## config.mk

```make
export PLATFORM = sky130hd
export DESIGN_NAME = rvs_verify_cmd
export DESIGN_NICKNAME = d
export VERILOG_FILES = /design/src/rtl/rvs_pkg.sv /design/src/rtl/rvs_verify_cmd.sv /design/src/rtl/rvs_sync3.sv
export SDC_FILE = /design/constraint.sdc
export NUM_CORES = 1
export LEC_CHECK = 0
export BUFFER_PORTS_ARGS = -buffer_cell sky130_fd_sc_hd__buf_2
export CAP_MARGIN = 20
export CORE_MARGIN = 10
export CORE_UTILIZATION = 40
export CTS_CLUSTER_DIAMETER = 150
export DETAILED_ROUTE_END_ITERATION = 10
export PLACE_DENSITY = 0.69
export REMOVE_ABC_BUFFERS = 1
export SLEW_MARGIN = 20
export SYNTH_ARGS = -nofsm -noshare
export SYNTH_HDL_FRONTEND = slang
export SYNTH_SLANG_ARGS = --single-unit
```

## constraint.sdc

```tcl
create_clock -name ref_clk -period 3.3 [get_ports ref_clk]
set_input_delay 0.33 -clock ref_clk [delete_from_list [all_inputs] [get_ports ref_clk]]
set_output_delay 0.33 -clock ref_clk [all_outputs]
set_load 0.01 [all_outputs]
```

## src/rtl/rvs_pkg.sv

```systemverilog
package rvs_pkg;

	// ************************************************************
	// Register byte offsets on the AHB-Lite slave
	// ************************************************************
	localparam logic [7:0] RVS_OFS_SECCNT   = 8'h04;
	localparam logic [7:0] RVS_OFS_SECNUM   = 8'h08;
	localparam logic [7:0] RVS_OFS_CYLLO    = 8'h0C;
	localparam logic [7:0] RVS_OFS_CYLHI    = 8'h10;
	localparam logic [7:0] RVS_OFS_DEVHEAD  = 8'h14;
	localparam logic [7:0] RVS_OFS_CMD      = 8'h18;
	localparam logic [7:0] RVS_OFS_ERROR    = 8'h1C;
	localparam logic [7:0] RVS_OFS_DEVCTL   = 8'h20;
	localparam logic [7:0] RVS_OFS_IRQ_STAT = 8'h24;
	localparam logic [7:0] RVS_OFS_IRQ_MASK = 8'h28;
	localparam logic [7:0] RVS_OFS_GEOM     = 8'h2C;

	// ************************************************************
	// Command codes
	// ************************************************************
	localparam logic [6:0] RVS_CMD_VERIFY28_HI = 7'h20;
	localparam logic [7:0] RVS_CMD_VERIFY48    = 8'h42;

	// ************************************************************
	// Field positions
	// ************************************************************
	localparam int RVS_ST_BSY     = 7;
	localparam int RVS_ST_RDY     = 6;
	localparam int RVS_ST_DF      = 5;
	localparam int RVS_ST_DSC     = 4;
	localparam int RVS_ST_COR     = 2;
	localparam int RVS_ST_ERR     = 0;
	localparam int RVS_ER_UNC     = 6;
	localparam int RVS_ER_IDN     = 4;
	localparam int RVS_ER_ABT     = 2;
	localparam int RVS_DH_LBA     = 6;
	localparam int RVS_DC_HOB     = 7;
	localparam int RVS_IRQ_DONE   = 0;
	localparam int RVS_IRQ_FAIL   = 1;
	localparam logic [7:0] RVS_ER_LEGAL = 8'h54;

	// ************************************************************
	// Reset values and counts
	// ************************************************************
	localparam logic [7:0]  RVS_RST_DEVHEAD = 8'hA0;
	localparam logic [15:0] RVS_RST_GEOM    = 16'h0F3F;
	localparam logic [16:0] RVS_CNT28_ZERO  = 17'h00100;
	localparam logic [16:0] RVS_CNT48_ZERO  = 17'h10000;
	localparam logic [16:0] RVS_CNT_ONE     = 17'h00001;

	typedef enum logic [1:0] {
		RVS_IDLE,
		RVS_ISSUE,
		RVS_NEXT,
		RVS_DONE
	} rvs_state_t;

endpackage

```

## src/rtl/rvs_verify_cmd.sv

```systemverilog
// Our own choices: the AHB-Lite interface to the registers and the placing of the registers.
`timescale 1ns/1ps
// Functional notes
// - A verify reads and checks each sector on the media and moves no sector data to the host.
// - Command codes 40h and 41h written to the command register start the 28-bit verify.
// - Bit 0 of the 28-bit code is a retry flag that is ignored, so both codes act alike.
// - Code 42h starts the 48-bit verify once both taskfile halves are loaded.
// - An uncorrectable sector stops the verify there and no later sector is checked.
// - The 28-bit form verifies the 8-bit sector count of sectors, zero meaning 256.
// - In logical mode the start address is sector number, cylinder low, high and head nibble.
// - In CHS mode the start is cylinder, head nibble and sector number.
// - On completion the sector count holds the sectors not verified, zero unless stopped.
// - The 28-bit form returns the last handled sector's address in the same address mode.
// - Only the uncorrectable, ID-not-found and abort error bits may ever be set.
// - At completion BSY, DF and COR are clear while RDY, DSC and ERR are valid.
// - The 48-bit count is current bits 7:0 and previous bits 15:8, zero meaning 65,536.
// - After a 48-bit failure the failing address reads low bytes with HOB clear, high with it set.
module rvs_verify_cmd
	import rvs_pkg::*;
(
	// Clock and reset
	input  wire logic        ref_clk,
	input  wire logic        rstn,
	// AHB-Lite slave
	input  wire logic        hsel,
	input  wire logic [31:0] haddr,
	input  wire logic [1:0]  htrans,
	input  wire logic        hwrite,
	input  wire logic [2:0]  hsize,
	input  wire logic [31:0] hwdata,
	input  wire logic        hready,
	output logic             hreadyout,
	output logic             hresp,
	output logic [31:0]      hrdata,
	// Interrupt
	output logic             irq,
	// Drive pins
	input  wire logic        drive_ready_pin,
	input  wire logic        seek_done_pin,
	// Media check engine
	output logic             media_req,
	output logic [47:0]      media_addr,
	output logic             media_chs,
	input  wire logic        media_done,
	input  wire logic        media_unc,
	input  wire logic        media_idnf
);
	// ************************************************************
	// Declarations
	// ************************************************************
	rvs_state_t  state_q;
	logic        bsy_q;
	logic        ext_q;
	logic        chs_q;
	logic [47:0] addr_q;
	logic [16:0] rem_q;
	logic [7:0]  err_q;
	logic [7:0]  cnt_cur_q;
	logic [7:0]  cnt_prev_q;
	logic [7:0]  sn_cur_q;
	logic [7:0]  sn_prev_q;
	logic [7:0]  cl_cur_q;
	logic [7:0]  cl_prev_q;
	logic [7:0]  ch_cur_q;
	logic [7:0]  ch_prev_q;
	logic [7:0]  devhead_q;
	logic [7:0]  devctl_q;
	logic [15:0] geom_q;
	logic [1:0]  irq_stat_q;
	logic [1:0]  irq_mask_q;
	logic [31:0] hrdata_q;
	logic        wr_pend_q;
	logic [7:0]  wr_addr_q;
	logic        rdy_s;
	logic        dsc_s;
	logic        ap_valid;
	logic        rd_take;
	logic        tf_wr;
	logic        cmd_wr;
	logic [7:0]  wbyte;
	logic        go28;
	logic        go48;
	logic        go_abort;
	logic [7:0]  status_byte;
	logic [7:0]  rd_byte;
	logic        hob;
	logic [1:0]  irq_set;
	logic [1:0]  irq_clr;

	// ************************************************************
	// Pin synchronisers
	// ************************************************************
	rvs_sync3 u_sync_rdy (
		.ref_clk   (ref_clk),
		.rstn      (rstn),
		.pin_in    (drive_ready_pin),
		.level_out (rdy_s)
	);

	rvs_sync3 u_sync_dsc (
		.ref_clk   (ref_clk),
		.rstn      (rstn),
		.pin_in    (seek_done_pin),
		.level_out (dsc_s)
	);

	// ************************************************************
	// AHB-Lite slave
	// ************************************************************
	// Zero wait states; every access answers OKAY, size is not checked
	assign hreadyout = 1'b1;
	assign hresp     = 1'b0;
	assign hrdata    = hrdata_q;
	assign ap_valid  = hsel && htrans[1] && hready;
	assign rd_take   = ap_valid && !hwrite;
	assign wbyte     = hwdata[7:0];
	assign hob       = devctl_q[RVS_DC_HOB];

	always_ff @(posedge ref_clk or negedge rstn) begin
		if (!rstn) begin
			wr_pend_q <= 1'b0;
			wr_addr_q <= 8'h00;
		end else begin
			wr_pend_q <= ap_valid && hwrite;
			wr_addr_q <= haddr[7:0];
		end
	end

	// Taskfile is frozen while busy so taskfile writes cannot disturb a verify in flight; geometry writes still land
	assign tf_wr  = wr_pend_q && !bsy_q;
	assign cmd_wr = tf_wr && (wr_addr_q == RVS_OFS_CMD);
	assign go28     = cmd_wr && (wbyte[7:1] == RVS_CMD_VERIFY28_HI);
	assign go48     = cmd_wr && (wbyte == RVS_CMD_VERIFY48);
	assign go_abort = cmd_wr && !go28 && !go48;

	// RDY and DSC follow the pins; DF, COR and the data bits never set
	assign status_byte = {bsy_q, rdy_s, 1'b0, dsc_s, 1'b0, 1'b0, 1'b0, |err_q};

	always_comb begin
		rd_byte = 8'h00;
		unique case (haddr[7:0])
			RVS_OFS_SECCNT:   rd_byte = hob ? cnt_prev_q : cnt_cur_q;
			RVS_OFS_SECNUM:   rd_byte = hob ? sn_prev_q : sn_cur_q;
			RVS_OFS_CYLLO:    rd_byte = hob ? cl_prev_q : cl_cur_q;
			RVS_OFS_CYLHI:    rd_byte = hob ? ch_prev_q : ch_cur_q;
			RVS_OFS_DEVHEAD:  rd_byte = devhead_q;
			RVS_OFS_CMD:      rd_byte = status_byte;
			RVS_OFS_ERROR:    rd_byte = err_q;
			RVS_OFS_DEVCTL:   rd_byte = devctl_q;
			RVS_OFS_IRQ_STAT: rd_byte = {6'h00, irq_stat_q};
			RVS_OFS_IRQ_MASK: rd_byte = {6'h00, irq_mask_q};
			RVS_OFS_GEOM:     rd_byte = geom_q[7:0];
			default:          rd_byte = 8'h00;
		endcase
	end

	always_ff @(posedge ref_clk or negedge rstn) begin
		if (!rstn) begin
			hrdata_q <= 32'h00000000;
		end else if (rd_take) begin
			if (haddr[7:0] == RVS_OFS_GEOM) begin
				hrdata_q <= {16'h0000, geom_q};
			end else begin
				hrdata_q <= {24'h000000, rd_byte};
			end
		end
	end

	// ************************************************************
	// Control registers
	// ************************************************************
	always_ff @(posedge ref_clk or negedge rstn) begin
		if (!rstn) begin
			devctl_q   <= 8'h00;
			irq_mask_q <= 2'h0;
			geom_q     <= RVS_RST_GEOM;
		end else if (wr_pend_q) begin
			if (wr_addr_q == RVS_OFS_DEVCTL) begin
				devctl_q <= wbyte;
			end
			if (wr_addr_q == RVS_OFS_IRQ_MASK) begin
				irq_mask_q <= hwdata[1:0];
			end
			if (wr_addr_q == RVS_OFS_GEOM) begin
				geom_q <= hwdata[15:0];
			end
		end
	end

	// ************************************************************
	// Taskfile registers with current and previous bytes
	// ************************************************************
	always_ff @(posedge ref_clk or negedge rstn) begin
		if (!rstn) begin
			cnt_cur_q  <= 8'h00;
			cnt_prev_q <= 8'h00;
			sn_cur_q   <= 8'h00;
			sn_prev_q  <= 8'h00;
			cl_cur_q   <= 8'h00;
			cl_prev_q  <= 8'h00;
			ch_cur_q   <= 8'h00;
			ch_prev_q  <= 8'h00;
			devhead_q  <= RVS_RST_DEVHEAD;
		end else if (state_q == RVS_DONE && !err_q[RVS_ER_ABT]) begin
			cnt_cur_q  <= rem_q[7:0];
			cnt_prev_q <= rem_q[15:8];
			sn_cur_q   <= addr_q[7:0];
			cl_cur_q   <= addr_q[15:8];
			ch_cur_q   <= addr_q[23:16];
			if (ext_q) begin
				sn_prev_q <= addr_q[31:24];
				cl_prev_q <= addr_q[39:32];
				ch_prev_q <= addr_q[47:40];
			end else begin
				devhead_q[3:0] <= addr_q[27:24];
			end
		end else if (tf_wr) begin
			// Each write to sector count, sector number or a cylinder byte pushes the older byte into the previous slot
			unique case (wr_addr_q)
				RVS_OFS_SECCNT: begin
					cnt_prev_q <= cnt_cur_q;
					cnt_cur_q  <= wbyte;
				end
				RVS_OFS_SECNUM: begin
					sn_prev_q <= sn_cur_q;
					sn_cur_q  <= wbyte;
				end
				RVS_OFS_CYLLO: begin
					cl_prev_q <= cl_cur_q;
					cl_cur_q  <= wbyte;
				end
				RVS_OFS_CYLHI: begin
					ch_prev_q <= ch_cur_q;
					ch_cur_q  <= wbyte;
				end
				RVS_OFS_DEVHEAD: begin
					devhead_q <= wbyte;
				end
				default: begin
				end
			endcase
		end
	end

	// ************************************************************
	// Verify sequencer
	// ************************************************************
	// Only the address goes to the media engine; no data path exists at all
	assign media_req  = (state_q == RVS_ISSUE);
	assign media_addr = addr_q;
	assign media_chs  = chs_q;

	always_ff @(posedge ref_clk or negedge rstn) begin
		if (!rstn) begin
			state_q <= RVS_IDLE;
			bsy_q   <= 1'b0;
			ext_q   <= 1'b0;
			chs_q   <= 1'b0;
			addr_q  <= 48'h000000000000;
			rem_q   <= 17'h00000;
			err_q   <= 8'h00;
		end else begin
			unique case (state_q)
				RVS_IDLE: begin
					if (go28) begin
						state_q <= RVS_ISSUE;
						bsy_q   <= 1'b1;
						ext_q   <= 1'b0;
						err_q   <= 8'h00;
						chs_q   <= !devhead_q[RVS_DH_LBA];
						addr_q  <= {20'h00000, devhead_q[3:0], ch_cur_q, cl_cur_q,
							sn_cur_q};
						rem_q   <= (cnt_cur_q == 8'h00) ? RVS_CNT28_ZERO
							: {9'h000, cnt_cur_q};
					end else if (go48) begin
						state_q <= RVS_ISSUE;
						bsy_q   <= 1'b1;
						ext_q   <= 1'b1;
						err_q   <= 8'h00;
						chs_q   <= 1'b0;
						addr_q  <= {ch_prev_q, cl_prev_q, sn_prev_q, ch_cur_q, cl_cur_q,
							sn_cur_q};
						rem_q   <= ({cnt_prev_q, cnt_cur_q} == 16'h0000) ? RVS_CNT48_ZERO
							: {1'b0, cnt_prev_q, cnt_cur_q};
					end else if (go_abort) begin
						// Unknown codes abort without touching the taskfile
						state_q <= RVS_DONE;
						bsy_q   <= 1'b1;
						err_q   <= 8'h04;
					end
				end
				RVS_ISSUE: begin
					if (media_done) begin
						if (media_unc) begin
							err_q   <= 8'h40;
							state_q <= RVS_DONE;
						end else if (media_idnf) begin
							err_q   <= 8'h10;
							state_q <= RVS_DONE;
						end else begin
							rem_q <= rem_q - RVS_CNT_ONE;
							if (rem_q == RVS_CNT_ONE) begin
								state_q <= RVS_DONE;
							end else begin
								state_q <= RVS_NEXT;
							end
						end
					end
				end
				RVS_NEXT: begin
					state_q <= RVS_ISSUE;
					if (!chs_q) begin
						addr_q <= addr_q + 48'h000000000001;
					end else if (addr_q[7:0] < geom_q[7:0]) begin
						addr_q[7:0] <= addr_q[7:0] + 8'h01;
					end else begin
						// Sector wraps to 1, then head, then cylinder
						addr_q[7:0] <= 8'h01;
						if (addr_q[27:24] < geom_q[11:8]) begin
							addr_q[27:24] <= addr_q[27:24] + 4'h1;
						end else begin
							addr_q[27:24] <= 4'h0;
							addr_q[23:8]  <= addr_q[23:8] + 16'h0001;
						end
					end
				end
				RVS_DONE: begin
					// Results land on this same edge, so BSY never drops early
					state_q <= RVS_IDLE;
					bsy_q   <= 1'b0;
				end
			endcase
		end
	end

	// ************************************************************
	// Interrupts
	// ************************************************************
	assign irq_set = (state_q == RVS_DONE) ? {|err_q, 1'b1} : 2'h0;
	assign irq_clr = (rd_take && haddr[7:0] == RVS_OFS_IRQ_STAT) ? 2'h3 : 2'h0;

	// A completion in the cycle of the clearing read still survives
	always_ff @(posedge ref_clk or negedge rstn) begin
		if (!rstn) begin
			irq_stat_q <= 2'h0;
		end else begin
			irq_stat_q <= (irq_stat_q & ~irq_clr) | irq_set;
		end
	end

	assign irq = |(irq_stat_q & irq_mask_q);
endmodule

```

## src/rtl/rvs_sync3.sv

```systemverilog
`timescale 1ns/1ps
module rvs_sync3 (
	// Clock and reset
	input  wire logic ref_clk,
	input  wire logic rstn,
	// Pin and clean level
	input  wire logic pin_in,
	output logic      level_out
);
	logic s1_q;
	logic s2_q;
	logic s3_q;

	// Output moves only when the last two stages agree, filtering one-cycle glitches
	always_ff @(posedge ref_clk or negedge rstn) begin
		if (!rstn) begin
			s1_q      <= 1'b0;
			s2_q      <= 1'b0;
			s3_q      <= 1'b0;
			level_out <= 1'b0;
		end else begin
			s1_q <= pin_in;
			s2_q <= s1_q;
			s3_q <= s2_q;
			if (s2_q == s3_q) begin
				level_out <= s3_q;
			end
		end
	end
endmodule

```

* Word level (Yosys, flattened, before mapping)
Index checks and enable logic that the tools add are counted.
Operators by class: add/sub/neg operators 5, order comparisons 2, eq/ne operators 39, muxes and demuxes 79, bitwise operators 5, reductions and logical operators 54
Operators by type and width (number):
- 8-bit two-way mux | 38
- 17-bit two-way mux | 6
- 48-bit two-way mux | 2
- 48-bit case mux with 2 select lines | 1
- 8-bit case mux with 10 select lines | 1
- 8-bit by 5-bit equality test with 1-bit output (second input constant) | 7
- 8-bit by 6-bit equality test with 1-bit output (second input constant) | 7
- 48-bit by 1-bit adder with 48-bit output (second input constant) | 1
- 20-bit two-way mux | 2
- 17-bit case mux with 2 select lines | 1
- 8-bit by 4-bit equality test with 1-bit output (second input constant) | 4
- 16-bit two-way mux | 2
- 28-bit two-way mux | 1
- 2-bit AND reduction | 11
- 3-bit AND reduction | 7
- 4-bit two-way mux | 5
- 2-bit nonzero test | 10
- 17-bit by 1-bit equality test with 1-bit output (second input constant) | 1
- 17-bit by 1-bit subtractor with 17-bit output (second input constant) | 1
- 16-bit by 1-bit adder with 16-bit output (second input constant) | 1
- 8-bit by 3-bit equality test with 1-bit output (second input constant) | 2
- 16-bit logical NOT | 1
- 8-bit case mux with 2 select lines | 1
- 1-bit logical AND | 12
- 30 further kinds | 59
Storage, ports and cells: register bits after elaboration 227, input port bits 79, output and inout bits 85, word-level logic and storage cells 219

* Depth between registers and ports, before layout
Gate-level depths: netlist of run 1.
depth in word-level cells 11, depth in mapped cells 11, gate-level depth less buffers 8

* Hierarchy
Synthesis of run 1 repeated with hierarchy kept, for this count alone.
Second synthesis, totals: cell total of the unflattened synthesis 1283, area total of the unflattened synthesis 11787.6 µm²
By module, submodules not included:
- rvs_verify_cmd | times used 1, cells an instance 1273, area an instance 11564.8 µm², sequential area each 4969.8 µm²
- rvs_sync3 | times used 2, cells an instance 5, area an instance 111.4 µm², sequential area each 100.1 µm²

* Worst setup path after synthesis of run 1
OpenSTA, ideal clock, no wires.
kind register -> register, start reg state_q[1], end reg rem_q[10], setup time 127 ps, arrival time 2255 ps, required time 3173 ps, slack 918 ps, cell stages (with the launch flop) 11, buffers on the path 3, period minus slack after synthesis 2382 ps, cells stage by stage dfrtp_1 > inv_1 > ha_1 > clkbuf_1 > nand2_1 > o31ai_1 > o2111ai_4 > buf_2 > buf_2 > a222oi_1 > inv_1
Between the ends: word-level cells in the longest chain between the ends 3, elaborated cells on any way between the ends 9, classes of those cells 5 x eq/ne; 1 x mux; 3 x reduce/logical
RTL lines:
- start: declaration | line rvs_verify_cmd.sv:51 | rvs_state_t state_q;
- start signal: assignment | line rvs_verify_cmd.sv:255 | state_q <= RVS_IDLE;
- start signal: assignment | line rvs_verify_cmd.sv:266 | state_q <= RVS_ISSUE;
- start signal: assignment | line rvs_verify_cmd.sv:276 | state_q <= RVS_ISSUE;
- 2-bit by 1-bit equality test with 1-bit output *
- via media_req | line rvs_verify_cmd.sv:41 | output logic media_req,
- 2-bit != test (no source line) (tied with other cells)
- 5-bit AND reduction (no source line)
- end signal: assignment | line rvs_verify_cmd.sv:273 | rem_q <= (cnt_cur_q == 8'h00) ? RVS_CNT28_ZERO
- end signal: assignment | line rvs_verify_cmd.sv:283 | rem_q <= ({cnt_prev_q, cnt_cur_q} == 16'h0000) ? RVS_CNT48_ZERO
- end signal: assignment | line rvs_verify_cmd.sv:301 | rem_q <= rem_q - RVS_CNT_ONE;
- end: declaration | line rvs_verify_cmd.sv:56 | logic [16:0] rem_q;
Mark *: on every way through the listed nets, which the timed path passes. The rest lies on a longest branch. A chain may end at the register's enable or synchronous reset.

* Worst setup path in the final report of run 1
start reg geom_q[1], end reg addr_q[0] (netlist: media_addr[0])
Between the ends: word-level cells in the longest chain between the ends 4
RTL lines:
- start: declaration | line rvs_verify_cmd.sv:68 | logic [15:0] geom_q;
- start signal: assignment | line rvs_verify_cmd.sv:185 | geom_q <= hwdata[15:0];
- 8-bit < comparator | line rvs_verify_cmd.sv:314 | end else if (addr_q[7:0] < geom_q[7:0]) begin
- 8-bit two-way mux | line rvs_verify_cmd.sv:314
- 28-bit two-way mux | line rvs_verify_cmd.sv:312 | if (!chs_q) begin
- 48-bit case mux with 2 select lines | line rvs_verify_cmd.sv:263 | unique case (state_q)
- end signal: assignment | line rvs_verify_cmd.sv:271 | addr_q <= {20'h00000, devhead_q[3:0], ch_cur_q, cl_cur_q,
- end signal: assignment | line rvs_verify_cmd.sv:313 | addr_q <= addr_q + 48'h000000000001;
- end signal: assignment | line rvs_verify_cmd.sv:315 | addr_q[7:0] <= addr_q[7:0] + 8'h01;
- end: declaration | line rvs_verify_cmd.sv:55 | logic [47:0] addr_q;
Every way passes these cells.

==> results.yml, run 1 <==
sta:
  clock-skew-final_ns: 0.02218
  whs_ns: 0.01848
  setup_viol: 0
  finalCritPeriodShare: 0.8583
  max-slew-margin-rel: 0.4106
  hold_viol_final: 0
  finalCriticalPeriod_ns: 2.832
  max_freq_mhz: 353.0
  worst-slew-pin-transition_ns: 0.8841
  slew_viol_final: 0
  finalSetupTns_ns: 0
  rsz0062_at_grt: "no"
synth:
  netlist.area_leader.share: 0.4143
  synth_seq_cells: 206
  synth_top_area_cell: "dfrtp_1"
  synth_xor_area_frac: 0.0007475
  synthesis.area_um2: 11720
  yosysSeqAreaShare: 0.4412
  synth.area.mux_share: 0.1178
  async_flop_share: 1.000
  synth.avg_cell_area_um2: 9.241
  synthFlopType: "dfrtp_1"
  synth_cells: 1268
  synth_edf_count: 0
  synth_top_family_by_area: "compound AO/OA/AOI/OAI gates"
  synthDistinctLibCells: 76
  yosysWarningCount: 0
  synth_area_leaders: "dfrtp_1 41%, mux2i_1 8.8%, o21ai_0 5.6%"
  yosys.area_share.adder: 0.02200
  synth-compound-area-share: 0.2032
  synth_simple_gate_area_frac: 0.1652
finish:
  fin_cells: 1767
  syn2layout_area_growth_pct: 15.43
  num-nets-final: 1466
  antenna_cells: 0
  final_layout_size_suffix_gt1_frac: 0.1764
clock_network:
  clock_sinks: 206
  cts_root_buffer: "clkbuf_16"
  post_cts_resize_count: 0
  path_clk_slew_ns: 0.06
  cts_tree: "built"
  cts.path.max_buffers: 3
  clk_latency_ns: 0.53
  cts_buffers: 24
  cts_max_level: 1
place:
  place_inst: 1716
  dp_hpwl_mm: 27.74
  place.gp.congestion: 0.9577
  port_buffers: 101
setup_path:
  cp_max_fo: 8
  rrSetupSlack_ns: 0.47
  reg2reg_depth: 7
  reg2reg_to: "media_addr[0]"
  start_kind: "flip-flop"
  critPathCapture: "media_addr[0]"
  critical_path_class: "flip-flop to flip-flop"
  reg2reg_from: "geom_q[1]"
  worstPathRequired_ns: 3.72
  cp-startpoint: "geom_q[1]"
  crit_path_end_kind: "flip-flop"
  arrival_ns: 3.25
global_route:
  grt_max_degree: 85
  track_usage: 0.2062
  grt_pass1_wl_mm: 59.73
  grt_antenna_before_repair: 0
  globalRouteOverflowTotal: 0
  grt_pass1_vias: 10150
drt:
  wl_mm: 38.56
  drt_iter0_drc: 1168
  route.detailed.drc: 0
  ant_nets: 0
  wl_per_cell_um: 21.82
  firstDrtPassIters: 6
  routed_via_density: 5.935
  vias: 10490
status:
  status: "finished, final reports clean"
die:
  die-width_um: 191.2
  io_pins: 164
  core_area_um2: 28780
  dieArea_um2: 36540
  die_height_um: 191.2
  start_util: 0.4071
  rows: 62
job:
  max_cap_viol_count: 0
power_and_ir_drop:
  p_per_area_nw_per_um2: 782.6
  leakagePower_nw: 5.963
  vdd_ir_drop_max_uv: 535.3
worst_hold_path:
  min_path_type: "input pin to flip-flop"
-- registers in the layout, summed over array words and instances, names as in the netlist, 16 cells and up --
register / flops
geom_q: 16
hrdata: 16
media_addr: 48
rem_q: 17
-- placed cells by master (no fill, tap or decap), types with 5 or more instances in the layout --
| cell type | instances |
|---|---|
| dfrtp_1 | 193 |
| and2_1 | 8 |
| clkbuf_8 | 7 |
| mux2i_1 | 103 |
| inv_1 | 39 |
| a221oi_1 | 9 |
| a21o_1 | 11 |
| or4_1 | 8 |
| o31ai_1 | 19 |
| a21oi_1 | 93 |
| clkbuf_1 | 8 |
| and3_1 | 9 |
| nor2b_1 | 5 |
| nor3_1 | 17 |
| nor4_1 | 10 |
| or3_1 | 9 |
| dlygate4sd3_1 | 10 |
| a221o_1 | 11 |
| nand4_1 | 14 |
| buf_4 | 37 |
| nand2_1 | 167 |
| or2_2 | 8 |
| mux2_2 | 31 |
| o22ai_1 | 29 |
| nand2b_1 | 6 |
| a22o_1 | 10 |
| a31oi_1 | 12 |
| conb_1 | 18 |
| dfstp_2 | 12 |
| buf_2 | 100 |
| o21a_1 | 5 |
| nor2_1 | 57 |
| nand3_1 | 40 |
| and4_1 | 6 |
| ha_1 | 18 |
| a22oi_1 | 15 |
| clkbuf_16 | 25 |
| o21ai_0 | 130 |
-- kinds of logic after synthesis --
logic type	count (synthesis)
simple gates	392
compound gates	381
fa+ha+maj	21
flops	206
xor+xnor	1
mux	134
buf+inv	131
other cells	2
-- metrics by stage --
stage	setup slack, ns	total power, mW	instance area [µm²]	utilization
4_1_cts	0.4905	10.56	13530	0.4700
5_1_grt	0.1099	11.23	13530	0.4700
3_3_place_gp	0.4837	7.854	12680	0.4405
3_5_place_dp	0.4442	7.984	12680	0.4405
2_1_floorplan	-2.406	6.397	11350	-
6_report	0.4675	10.58	13530	0.4700
-- power breakdown --
part | switching, mW | internal, mW
Clock | 1.05 | 1.51
Combinational | 2.27 | 1.51
Sequential | 1.03 | 3.21
-- cell type report --
| cell class | count | area, µm² |
|---|---|---|
| clock buffers | 39 | 738.2 |
| flip-flops and latches | 206 | 5171 |
| clock inverters | 2 | 10.01 |
| multi-input cells | 947 | 6047 |
| well taps | 384 | 480.5 |
| inverters | 39 | 146.4 |
| repair buffers | 150 | 932.1 |
| fillers | 2733 | 15250 |
-- worst min-delay path by stage --
stage	startpoint	endpoint	cells past startpoint
global route	haddr[1]	wr_addr_q[1]	1
CTS	haddr[1]	wr_addr_q[1]	1
detailed placement	u_sync_dsc.s1_q	u_sync_dsc.s2_q	0
floorplan	rstn	bsy_q	0
global placement	u_sync_dsc.s1_q	u_sync_dsc.s2_q	0
finish	haddr[1]	wr_addr_q[1]	1
-- metal layers --
metal,GRT usage,part of all wire
met2,0.3197,0.45
met1,0.2849,0.44
met5,0,0
met4,0.06400,0.031
met3,0.03972,0.079
-- worst max-delay path: stages, from the launching register on --
cell,delay (ns)
dfstp_2,0.52
inv_1,0.07
ha_1,0.27
a2111oi_0,0.55
o31ai_1,0.31
a21oi_1,0.67
a21oi_1,0.15
a21o_1,0.18
-- synthesized netlist by cell type (8+ instances only) --
cell type	count
nand3_1	40
dfstp_2	12
nor4_1	10
a22oi_1	15
a31oi_1	12
o22ai_1	29
a21o_1	11
buf_2	10
clkbuf_1	56
nor2_1	57
a22o_1	10
mux2_2	31
or2_2	8
a221o_1	11
or3_1	9
and3_1	9
nor3_1	17
ha_1	19
a221oi_1	9
and2_1	8
o31ai_1	19
nand2_1	167
nand4_1	14
or4_1	8
o21ai_0	130
mux2i_1	103
dfrtp_1	194
a21oi_1	93
buf_4	19
inv_1	39
-- timing repair --
item                                   CTS  global route
buffers inserted                         0             0
endpoints found under the hold margin   86             0
hold buffers                            10             0
No activity file was read; power rests on OpenSTA's default activity.
==> run 2, diff against run 1 <==
- SYNTH_HIERARCHICAL: default -> 1
- clock period: 3.3 -> 2.7 ns (I/O delays scaled with it)
==> run 2 against run 1 <==
Net effect:
- die area grew 0.53%
- combinational power increased by 33%
- flip-flop and latch count unchanged
- via count up 5.2%
- register-to-register slack worse by 0.42 ns
- critical path depth increased by 2
- utilization up 2.0 points
- sequential power grew 24%
- final cell count up 4.1%
- largest power group unchanged
==> results.yml, run 2 <==
status:
  status: "finished, final reports clean"
synth:
  post-synth-top-count-cell: "dfrtp_1"
  synthFlopType: "dfrtp_1"
  synth_cells: 1283
  synth_top_area_cell: "dfrtp_1"
  synth_area_leaders: "dfrtp_1 41%, mux2i_1 7.5%, nand2_1 5.5%"
  yosysSeqAreaShare: 0.4386
  async_flop_share: 1.000
  netlist.area_leader.share: 0.4118
  synthesis.area_um2: 11790
  synth_edf_count: 0
  synth_common_cells: "194 x dfrtp_1, 173 x nand2_1, 120 x o21ai_0"
  synth_seq_cells: 206
  synth.avg_cell_area_um2: 9.187
  synthDistinctLibCells: 74
  yosysWarningCount: 6
sta:
  clock-skew-final_ns: 0.01866
  max_freq_mhz: 376.9
  hold_viol_final: 0
  max-slew-margin-rel: 0.5205
  setup_viol: 0
  finalCriticalPeriod_ns: 2.653
  finalCritPeriodShare: 0.9826
  whs_ns: 0.02030
  worst-slew-pin-transition_ns: 0.7117
  slew_viol_final: 0
  layout_setup_ws_ns: 0.04690
drt:
  route.detailed.drc: 0
  vias: 11040
  ant_nets: 0
  drt_iter0_drc: 1372
  wl_per_cell_um: 22.38
  wl_mm: 41.17
  routed_via_density: 5.998
  firstDrtPassIters: 5
die:
  core_area_um2: 28860
  rows: 62
  start_util: 0.4085
  die-width_um: 191.7
  io_pins: 164
  die_height_um: 191.7
  dieArea_um2: 36740
global_route:
  grt_pass1_vias: 10820
  grt_antenna_before_repair: 0
  globalRouteOverflowTotal: 0
  grt_max_degree: 74
  track_usage: 0.2198
  grt_pass1_wl_mm: 64.00
power_and_ir_drop:
  vdd_ir_drop_max_uv: 535.6
  leakagePower_nw: 6.257
  sw_frac_of_total: 0.4082
  power.net_switching_mw: 5.536
  combPwrFrac: 0.371
  intPower_mw: 8.026
  clockPowerShare: 0.243
  seqPwrFrac: 0.386
  p_per_area_nw_per_um2: 958.4
job:
  max_cap_viol_count: 0
finish:
  final_layout_size_suffix_gt1_frac: 0.2033
  antenna_cells: 0
  final_common_cell: "dfrtp_1"
  layout_common_cells: "194 x dfrtp_1, 173 x nand2_1, 117 x o21ai_0, 100 x buf_2, 88 x mux2i_1"
  syn2layout_area_growth_pct: 20.05
  num-nets-final: 1539
  largest_reg_flops: 48
setup_path:
  reg2reg_from: "wr_addr_q[7]"
  worstPathRequired_ns: 3.11
  path_cells: "or3b_2 -> or3_4 -> buf_4 -> nor3_1 -> buf_4 -> buf_4 -> nor2_1 -> o2bb2ai_1 -> a22o_1"
  cp_common_cell: "buf_4"
  critical_path_class: "flip-flop to flip-flop"
  arrival_ns: 3.06
  start_kind: "flip-flop"
  rrSetupSlack_ns: 0.05
  crit_path_end_kind: "flip-flop"
  critical_path.top_delay_family: "simple AND/OR/NAND/NOR gates"
  cp-startpoint: "wr_addr_q[7]"
  reg2reg_depth: 9
  cp_max_fo: 7
  crit_buf_inv: 3
  slowest_stage: "or3b_2"
  slowest_delay_ns: 0.51
  reg2reg_to: "media_addr[39]"
place:
  dp_hpwl_mm: 30.30
  port_buffers: 101
  pre_cts_slack_ns: -0.02688
  place.gp.congestion: 1.001
clock_network:
  cts_root_buffer: "clkbuf_16"
  cts_max_level: 1
  clk_latency_ns: 0.53
  clock_sinks: 206
  cts_tree: "built"
  path_clk_slew_ns: 0.06
  cts.path.max_buffers: 3
  cts_buffers: 24
worst_hold_path:
  whs_path_depth: 3
  hold_path_end: "wr_pend_q"
  min_path_type: "input pin to flip-flop"
  hold_start: "hwrite"
==> run 2: layer usage <==
| layer | vias up | GRT usage | wire length [µm] |
|---|---|---|---|
| li1 | 5044 | - | - |
| met3 | 90 | 0.05132 | 4397 |
| met1 | 5326 | 0.3035 | 17520 |
| met2 | 576 | 0.3276 | 17720 |
| met4 | 0 | 0.08233 | 1537 |
| met5 | - | 0 | 0 |
==> run 2: layout make-up <==
| type | count | area, µm² |
|---|---|---|
| Multi-Input combinational cell | 967 | 6186 |
| Inverter | 37 | 138.9 |
| Timing Repair Buffer | 205 | 1388 |
| Clock inverter | 2 | 60.06 |
| Tap cell | 384 | 480.5 |
| Sequential cell | 206 | 5170 |
| Clock buffer | 39 | 728.2 |
| Fill cell | 2714 | 14710 |
==> run 2: worst register-to-register path, delay by kind of cell, from the launching register on <==
family	cells	cell delay (ns)
buffers and inverters	3	0.51
AO/OA/AOI/OAI	2	0.36
flip-flops	1	0.36
AND/OR/NAND/NOR	4	1.33
==> run 2: worst max-delay path by stage <==
stage | cells after the start | end | slack [ns]
finish | 9 | media_addr[39] | 0.05
global route | 8 | media_addr[26] | -0.005
CTS | 6 | media_addr[41] | 0.001
detailed placement | 8 | media_addr[27] | -0.03
global placement | 7 | media_addr[41] | 0.01
floorplan | 4 | devhead_q[4] | -2.98
==> run 2: metrics by stage <==
stage / cell area (µm²) / setup TNS, ns / utilization / cells / total power [mW]
final: 14150 / 0 / 0.4904 / 1840 / 13.56
after global routing: 14150 / -0.004600 / 0.4904 / 1840 / 14.39
after CTS: 14100 / 0 / 0.4885 / 1839 / 13.49
after detailed placement: 13110 / -0.02688 / 0.4542 / 1779 / 10.15
after global placement: 13110 / 0 / 0.4542 / 1779 / 10.01
after floorplan: 11430 / -238.17 / - / 1210 / 7.923
==> run 2: kinds of logic (layout without fill, tap and decap cells) <==
kind of cell	Yosys count	in the layout	share of synthesized area
flip-flops	206	206	0.4386
AO/OA/AOI/OAI	377	377	0.2033
XOR/XNOR	2	2	0.001486
multiplexers	127	127	0.1139
buffers and inverters	126	283	0.04734
adder cells (fa/ha/maj)	21	21	0.02208
other	2	18	0.0006371
AND/OR/NAND/NOR	422	422	0.1727
==> run 2: timing repair <==
action | 4_1_cts | 5_1_grt
buffers inserted | 0 | 1
gates resized for setup | 2 | 12
hold endpoints to repair | 74 | 0
endpoints found under the setup margin | 2 | 32
pin swaps | 0 | 0
hold buffers | 19 | 0
==> run 2: power by group through the flow <==
stage	Sequential [mW]	Combinational, mW	Clock, mW
floorplan	4.91	3.01	0
global placement	5.20	4.81	0
detailed placement	5.23	4.92	0
CTS	5.19	4.97	3.33
global route	5.34	5.59	3.46
finish	5.24	5.03	3.30
